## config.mk

```make
export PLATFORM = sky130hd
export DESIGN_NAME = rwdt_core
export DESIGN_NICKNAME = d
export VERILOG_FILES = /design/src/inc/rwdt_pkg.sv /design/src/hdl/rwdt_core.sv
export SDC_FILE = /design/constraint.sdc
export NUM_CORES = 1
export LEC_CHECK = 0
export ABC_CLOCK_PERIOD_IN_PS = 2900
export BUFFER_PORTS_ARGS = -buffer_cell sky130_fd_sc_hd__buf_2
export CAP_MARGIN = 15
export CORE_UTILIZATION = 40
export DETAILED_ROUTE_END_ITERATION = 8
export GPL_ROUTABILITY_DRIVEN = 1
export SKIP_CTS_REPAIR_TIMING = 1
export SYNTH_ARGS = -nofsm -noshare
export SYNTH_HDL_FRONTEND = slang
export SYNTH_SLANG_ARGS = --single-unit
```

## constraint.sdc

```tcl
create_clock -name pclk -period 2.9 [get_ports pclk]
set_input_delay 0.29 -clock pclk [delete_from_list [all_inputs] [get_ports pclk]]
set_output_delay 0.29 -clock pclk [all_outputs]
set_load 0.1 [all_outputs]
```

## src/inc/rwdt_pkg.sv

```systemverilog
/*
 * constants for the runaway watchdog: register map, field positions, key codes, timing.
 * assumes a 32-bit apb slave at word-aligned offsets and a 10 MHz pclk.
 */
package rwdt_pkg;
	localparam logic [11:0] RWDT_MODE_OFF   = 12'h000;
	localparam logic [11:0] RWDT_CMD_OFF    = 12'h004;
	localparam logic [11:0] RWDT_STAT_OFF   = 12'h008;
	localparam logic [11:0] RWDT_IEN_OFF    = 12'h00C;
	localparam logic [11:0] RWDT_ICLR_OFF   = 12'h010;
	localparam logic [11:0] RWDT_CNT_OFF    = 12'h014;
	localparam int          RWDT_CNT_W      = 22;
	localparam int          RWDT_SEL_LSB    = 5;
	localparam int          RWDT_EN_BIT     = 7;
	localparam int          RWDT_RST_BIT    = 1;
	localparam logic [1:0]  RWDT_SEL_RST    = 2'h0;
	localparam logic        RWDT_EN_RST     = 1'h1;
	localparam logic        RWDT_LINK_RST   = 1'h0;
	localparam logic [7:0]  RWDT_CLEAR_CODE = 8'h4E;
	localparam logic [7:0]  RWDT_DIS_CODE   = 8'hB1;
	localparam int          RWDT_CLK_NS     = 100;
	localparam int          RWDT_PULSE_NS   = 2000;
	localparam int          RWDT_PULSE_CYC  = (RWDT_PULSE_NS / RWDT_CLK_NS < 1) ? 1 :
		RWDT_PULSE_NS / RWDT_CLK_NS;
	localparam int          RWDT_PULSE_W    = 6;
	localparam int          RWDT_IRQ_W      = 2;
	localparam int          RWDT_EV_TMO     = 0;
	localparam int          RWDT_EV_RST     = 1;
	typedef enum logic [1:0] {
		RWDT_ST_RUN   = 2'b00,
		RWDT_ST_ALARM = 2'b01,
		RWDT_ST_RST   = 2'b10
	} rwdt_state_t;
endpackage

```

## src/hdl/rwdt_core.sv

```systemverilog
/*
 * runaway watchdog: 22-stage counter on a half-rate tick, tap select, keyed
 * command register, alarm pin, nmi request, optional internal reset pulse, apb slave.
 * assumes standby_idle/standby_stop come from the same pclk domain.
 */
// The register addresses and the APB register port were left to the implementer.
// Overview of operation
// - twenty-two stage binary counter advanced at half the oscillator rate
// - four timeout taps: 2^16, 2^18, 2^20, 2^22 oscillator periods
// - timeout select resets to 00, the shortest timeout
// - tap overflow raises the nmi and drives the alarm pin low
// - alarm pin stays low until software writes clear code 4EH, or with internal reset link set until the chip reset
// - clear code 4EH zeroes the counter, counting resumes from zero
// - with internal reset link set, overflow pulses reset and releases watchdog
// - internal reset link bit resets to 0
// - enable bit resets to 1, counting starts at reset release
// - disable needs enable bit cleared first, then code B1H
// - setting enable bit alone re-enables a disabled watchdog
// - counter counts again immediately after reset release
// - counter halts in idle or stop standby modes
// - counter keeps counting while the external bus is released
`timescale 1ns/1ns
module rwdt_core
	import rwdt_pkg::*;
#(
	parameter int PULSE_CYC = RWDT_PULSE_CYC
) (
	input  wire logic        pclk,                // bus and watchdog clock
	input  wire logic        presetn,             // async reset, active low
	input  wire logic        psel,                // apb select
	input  wire logic        penable,             // apb access phase
	input  wire logic        pwrite,              // apb direction
	input  wire logic [11:0] paddr,               // apb byte address
	input  wire logic [31:0] pwdata,              // apb write data
	output logic      [31:0] prdata,              // apb read data
	output logic             pready,              // apb ready
	output logic             pslverr,             // apb error
	input  wire logic        standby_idle,        // cpu in idle standby
	input  wire logic        standby_stop,        // cpu in stop standby
	input  wire logic        bus_released,        // external bus granted away
	output logic             runaway_alarm_out_n, // alarm pin, active low
	output logic             runaway_interrupt,   // nmi request, one-cycle pulse
	output logic             wdt_reset_req,       // internal chip reset request
	output logic             irq                  // status interrupt level
);
	////////////////////////////////////////////////////////////////////////////////
	logic [RWDT_CNT_W-1:0] cnt_ff;
	logic                  tick_ff;
	logic [1:0]            timeout_select_ff;
	logic                  counter_enable_bit_ff;
	logic                  internal_reset_link_ff;
	logic                  disabled_ff;
	logic                  alarm_ff;
	logic                  nmi_ff;
	rwdt_state_t           state_ff;
	logic [RWDT_PULSE_W-1:0] pulse_ff;
	logic [RWDT_IRQ_W-1:0] stat_ff;
	logic [RWDT_IRQ_W-1:0] ien_ff;
	logic [31:0]           nxt_prdata;
	logic                  wr_acc;
	logic                  rd_acc;
	logic                  cmd_clear;
	logic                  cmd_dis;
	logic                  halted;
	logic                  tap_bit;
	logic                  overflow;
	logic                  mapped;
	logic [RWDT_IRQ_W-1:0] ev;

	assign wr_acc    = psel && penable && pwrite;
	assign rd_acc    = psel && penable && !pwrite;
	assign cmd_clear = wr_acc && paddr == RWDT_CMD_OFF && pwdata[7:0] == RWDT_CLEAR_CODE;
	assign cmd_dis   = wr_acc && paddr == RWDT_CMD_OFF && pwdata[7:0] == RWDT_DIS_CODE;
	assign halted    = standby_idle || standby_stop || disabled_ff;
	assign pready    = 1'b1;
	assign mapped    = paddr == RWDT_MODE_OFF || paddr == RWDT_CMD_OFF ||
		paddr == RWDT_STAT_OFF || paddr == RWDT_IEN_OFF ||
		paddr == RWDT_ICLR_OFF || paddr == RWDT_CNT_OFF;
	assign pslverr   = psel && penable && !mapped;

	// counter stage n toggles at fc/2^(n+2); tap 2^k/fc is the carry out of stage k-2
	always_comb begin
		case (timeout_select_ff)
			2'b00:   tap_bit = &cnt_ff[14:0];
			2'b01:   tap_bit = &cnt_ff[16:0];
			2'b10:   tap_bit = &cnt_ff[18:0];
			2'b11:   tap_bit = &cnt_ff[20:0];
			default: tap_bit = 1'b0;
		endcase
	end
	assign overflow = tap_bit && tick_ff && !halted && !cmd_clear;

	////////////////////////////////////////////////////////////////////////////////
	// half-rate tick and the counter; bus release does not gate it
	always_ff @(posedge pclk or negedge presetn) begin
		if (!presetn) begin
			tick_ff <= 1'b0;
		end else if (!halted) begin
			tick_ff <= !tick_ff;
		end
	end

	always_ff @(posedge pclk or negedge presetn) begin
		if (!presetn) begin
			cnt_ff <= '0;
		end else if (cmd_clear) begin
			cnt_ff <= '0;
		end else if (tick_ff && !halted) begin
			cnt_ff <= cnt_ff + 1'b1;
		end
	end

	////////////////////////////////////////////////////////////////////////////////
	// mode register
	always_ff @(posedge pclk or negedge presetn) begin
		if (!presetn) begin
			timeout_select_ff      <= RWDT_SEL_RST;
			counter_enable_bit_ff  <= RWDT_EN_RST;
			internal_reset_link_ff <= RWDT_LINK_RST;
		end else if (wr_acc && paddr == RWDT_MODE_OFF) begin
			timeout_select_ff      <= pwdata[RWDT_SEL_LSB+1:RWDT_SEL_LSB];
			counter_enable_bit_ff  <= pwdata[RWDT_EN_BIT];
			internal_reset_link_ff <= pwdata[RWDT_RST_BIT];
		end
	end

	always_ff @(posedge pclk or negedge presetn) begin
		if (!presetn) begin
			disabled_ff <= 1'b0;
		end else if (counter_enable_bit_ff) begin
			disabled_ff <= 1'b0;
		end else if (cmd_dis) begin
			disabled_ff <= 1'b1;
		end
	end

	////////////////////////////////////////////////////////////////////////////////
	// alarm, nmi and internal reset pulse
	always_ff @(posedge pclk or negedge presetn) begin
		if (!presetn) begin
			state_ff <= RWDT_ST_RUN;
			pulse_ff <= '0;
		end else begin
			case (state_ff)
				RWDT_ST_RUN: begin
					if (overflow && internal_reset_link_ff) begin
						state_ff <= RWDT_ST_RST;
						pulse_ff <= RWDT_PULSE_W'(PULSE_CYC - 1);
					end else if (overflow) begin
						state_ff <= RWDT_ST_ALARM;
					end
				end
				RWDT_ST_ALARM: begin
					if (cmd_clear) begin
						state_ff <= RWDT_ST_RUN;
					end
				end
				RWDT_ST_RST: begin
					if (pulse_ff != '0) begin
						pulse_ff <= pulse_ff - 1'b1;
					end
				end
				default: state_ff <= RWDT_ST_RUN;
			endcase
		end
	end

	always_ff @(posedge pclk or negedge presetn) begin
		if (!presetn) begin
			alarm_ff <= 1'b0;
			nmi_ff   <= 1'b0;
		end else begin
			alarm_ff <= (state_ff != RWDT_ST_RUN || overflow) &&
				!(state_ff == RWDT_ST_ALARM && cmd_clear);
			nmi_ff   <= overflow;
		end
	end

	assign runaway_alarm_out_n = !alarm_ff;
	assign runaway_interrupt   = nmi_ff;
	// alarm stays low for PULSE_CYC-1 cycles before the chip reset is requested;
	// keep PULSE_CYC within 16 to 40 pclk, i.e. 8 to 20 states
	assign wdt_reset_req       = state_ff == RWDT_ST_RST && pulse_ff == '0;

	////////////////////////////////////////////////////////////////////////////////
	// sticky status, enable, write-one clear; set beats clear
	assign ev[RWDT_EV_TMO] = overflow;
	assign ev[RWDT_EV_RST] = overflow && internal_reset_link_ff;

	generate
		for (genvar i = 0; i < RWDT_IRQ_W; i++) begin : g_stat
			always_ff @(posedge pclk or negedge presetn) begin
				if (!presetn) begin
					stat_ff[i] <= 1'b0;
				end else if (ev[i]) begin
					stat_ff[i] <= 1'b1;
				end else if (wr_acc && paddr == RWDT_ICLR_OFF && pwdata[i]) begin
					stat_ff[i] <= 1'b0;
				end
			end
		end
	endgenerate

	always_ff @(posedge pclk or negedge presetn) begin
		if (!presetn) begin
			ien_ff <= '0;
		end else if (wr_acc && paddr == RWDT_IEN_OFF) begin
			ien_ff <= pwdata[RWDT_IRQ_W-1:0];
		end
	end

	assign irq = |(stat_ff & ien_ff);

	////////////////////////////////////////////////////////////////////////////////
	// read data, registered on the setup phase
	always_comb begin
		nxt_prdata = '0;
		case (paddr)
			RWDT_MODE_OFF: begin
				nxt_prdata[RWDT_SEL_LSB+1:RWDT_SEL_LSB] = timeout_select_ff;
				nxt_prdata[RWDT_EN_BIT]                 = counter_enable_bit_ff;
				nxt_prdata[RWDT_RST_BIT]                = internal_reset_link_ff;
			end
			RWDT_STAT_OFF: nxt_prdata[RWDT_IRQ_W-1:0] = stat_ff;
			RWDT_IEN_OFF:  nxt_prdata[RWDT_IRQ_W-1:0] = ien_ff;
			RWDT_CNT_OFF:  nxt_prdata[RWDT_CNT_W-1:0] = cnt_ff;
			default:       nxt_prdata = '0;
		endcase
	end

	always_ff @(posedge pclk or negedge presetn) begin
		if (!presetn) begin
			prdata <= '0;
		end else if (psel && !penable && !pwrite) begin
			prdata <= nxt_prdata;
		end
	end
endmodule

```

==> impl_metrics.json <==
{
  "outcome": "finished, final reports clean",
  "final_util_pct": 48.7,
  "wl_per_cell_um": 13.3,
  "path_class": "reg -> reg",
  "cp_max_fo": 4,
  "port_buffers": 53,
  "switchingPower_mw": 0.610,
  "relSlewSlack_pct": 40.9,
  "gp_congestion": 0.809,
  "synth.yosys.seq_area_share_pct": 49.6,
  "skew_ps": 11.1,
  "cts-root-buf": "clkbuf_8",
  "drc": 0,
  "max-cap-violations": 0,
  "rsz0062_at_grt": "false",
  "netlist_instances": 346,
  "via_count": 2576,
  "combPwrFrac_pct": 15.0,
  "hpwl_mm": 4.91,
  "worstHoldStart": "pwdata[7]",
  "slew_viol_final": 0,
  "layout.nets": 459,
  "initial_utilization_pct": 41.6,
  "reg2reg_slack_ps": 460,
  "seq_area_mm2": 0.00160,
  "path_clk_slew_ps": 70,
  "cts_tree": "built",
  "switching_share_pct": 30.3,
  "overflow": 0,
  "avgSynthCellArea_um2": 9.34,
  "ant_nets": 0,
  "synth_ff_type": "dfrtp_1",
  "die_x_um": 91.9,
  "htreeDepth": 3,
  "finalCritPeriodShare_pct": 84.0,
  "finish.instance_area_mm2": 0.00378,
  "grt_max_degree": 30,
  "power_density_mw_per_mm2": 532,
  "synth.area.mux_share_pct": 3.06,
  "worstHoldPathType": "in -> reg",
  "synth_top_family_by_area": "simple AND/OR/NAND/NOR gates",
  "grt_first_pass_wirelength_mm": 12.1,
  "die-area_mm2": 0.00845,
  "setup_viol": 0,
  "clk_path_buf_depth": 2,
  "tightest_slew_ps": 884,
  "synth_edf_count": 0,
  "setup_ws_ps": 463,
  "drive_gt1_share_pct": 22.5,
  "hold_end": "counter_enable_bit_ff$_DFFE_PN1P_",
  "cts_buffers": 9,
  "synth_compound_area_share_pct": 6.19,
  "critPathLaunch": "cnt_ff[1]$_DFFE_PN0P_",
  "grt_usage_pct": 18.4,
  "drtIter0Drc": 166,
  "multiInputGateArea_mm2": 0.00151,
  "report.final.hold_viol_count": 0,
  "pin_count": 90,
  "hold_path_depth": 2,
  "ys_types": 47,
  "pwr-share-seq_pct": 49.9,
  "clock_latency_ps": 340,
  "synth_xor_area_share_pct": 5.96,
  "p_leak_nw": 1.90,
  "rr_startpoint": "cnt_ff[1]$_DFFE_PN0P_",
  "dpl_cell_area_mm2": 0.00359,
  "drt-pass1-iter-count": 4,
  "synthSimpleGateAreaFrac_pct": 28.2,
  "r2r.worst_path.cells": 9,
  "n_antenna_cell": 0,
  "worst_setup_path_start_kind": "flip-flop",
  "antenna_found_initial": 0,
  "p_total_mw": 2.01,
  "endpoint_kind": "flip-flop",
  "wl_mm": 6.76,
  "place_ws_ps": 428,
  "die_h_um": 91.9,
  "syn_area_mm2": 0.00323,
  "async_flop_share_pct": 100,
  "via_per_inst": 5.05,
  "core_mm2": 0.00777,
  "worstPathRequired_ps": 3110,
  "fin_setup_tns_ps": 0,
  "synth-adder-area-share_pct": 1.55,
  "first_global_vias": 2502,
  "internal_power_mw": 1.40,
  "cts_sinks": 64,
  "syn_to_final_growth_pct": 17.0,
  "cp_data_arrival_time_ps": 2650,
  "ys_seq_elements": 64,
  "rows": 32,
  "vdd_drop_max_mv": 0.272,
  "fill_cells": 785,
  "clkPwrFrac_pct": 35.2,
  "r2r_end": "pulse_ff[3]$_DFFE_PN0P_",
  "max_freq_ghz": 0.410,
  "ys_warn_count": 0,
  "finalCriticalPeriod_ps": 2440
}
## stage by stage
stage                     std cells  hold WS [ps]
final                           510           217
after global routing            510           216
after CTS                       509         -51.5
after detailed placement        493           327
after global placement          493           306
after floorplan                 355         -5.59
## worst max-delay path by stage
stage,slack (ps),endpoint,cells after the start
after floorplan,440,wdt_reset_req,3
after global placement,510,pulse_ff[3]$_DFFE_PN0P_,9
after detailed placement,430,pulse_ff[3]$_DFFE_PN0P_,9
after CTS,440,pulse_ff[3]$_DFFE_PN0P_,9
after global routing,230,pulse_ff[5]$_DFFE_PN0P_,9
final,460,pulse_ff[3]$_DFFE_PN0P_,9
## placed cells by master, fill, tap and decap left out, types with 9 or more instances in the layout
master    netlist  layout
buf_2           3      53
clkbuf_8        0      12
conb_1          2      11
dfrtp_1        63      63
nand2_1        54      54
nand3_1        29      29
nor2_1         43      43
nor4_1          9       9
o21ai_0         9       9
xor2_1         16      16
## cell families after synthesis
family	after synthesis
AND/OR/NAND/NOR	181
flip-flops	64
buffers and inverters	33
AO/OA/AOI/OAI	31
XOR/XNOR	22
multiplexers	9
adder cells (fa/ha/maj)	4
other	2
## power by group through the flow
stage	Clock, mW	Sequential, mW	Combinational [mW]
2_1_floorplan	0	1.05	0.188
3_3_place_gp	0	1.02	0.296
3_5_place_dp	0	1.02	0.301
4_1_cts	0.725	1.00	0.304
5_1_grt	0.767	1.01	0.333
6_report	0.708	1.00	0.302
## registers in the layout, summed over array words and instances (netlist names)
name / cells
disabled_ff: 1
pulse_ff: 6
prdata: 22
cnt_ff: 22
state_ff: 2
internal_reset_link_ff: 1
alarm_ff: 1
tick_ff: 1
counter_enable_bit_ff: 1
runaway_interrupt: 1
ien_ff: 2
stat_ff: 2
timeout_select_ff: 2
## worst max-delay path, cell delays in order (launching register included)
cell,delay (ps)
dfrtp_1,430
ha_1,220
nand3_1,160
nor4_1,270
ha_1,190
nand2_1,50
nand2_1,60
o21ai_0,210
nor4_1,550
o21ai_0,160
## per-layer routing
metal / routed length (um) / part of all wire [%] / GRT usage, % / up-vias
met3: 301 / 4.5 / 3.81 / 11
met4: 130 / 1.9 / 7.81 / 0
met1: 3310 / 49 / 25.3 / 1208
met5: 0 / 0 / 0 / -
met2: 3020 / 45 / 28.2 / 66
li1: - / - / - / 1291
## cell type report
cell class	count	area share, %
Sequential cell	64	42.4
Multi-Input combinational cell	258	39.8
Timing Repair Buffer	61	8.67
Clock buffer	13	4.47
Tap cell	102	3.37
Inverter	9	0.893
Clock inverter	3	0.397
## synth_stat cells, types with 2 or more instances
library cell	count	share of area, %
clkbuf_1	10	1.2
nor3_1	6	0.93
or3_1	3	0.58
nor2b_1	2	0.39
xnor2_1	6	1.6
nand3_1	29	4.5
nand2b_1	4	0.77
a22o_1	3	0.81
nor2_1	43	5.0
a21oi_1	8	1.2
o21ai_0	9	1.4
a21o_1	2	0.46
buf_2	3	0.46
conb_1	2	0.23
nand2_1	54	6.3
ha_1	4	1.5
nor4b_1	2	0.54
nand4_1	6	1.2
mux2_2	7	2.4
nand4b_1	5	1.4
nand3b_1	2	0.46
xor2_1	16	4.3
a221oi_1	3	0.81
inv_1	8	0.93
buf_4	11	2.6
and3_1	6	1.2
nor4_1	9	1.7
mux2i_1	2	0.62
dfrtp_1	63	49
Note: power is estimated with default switching activity, not from simulation.
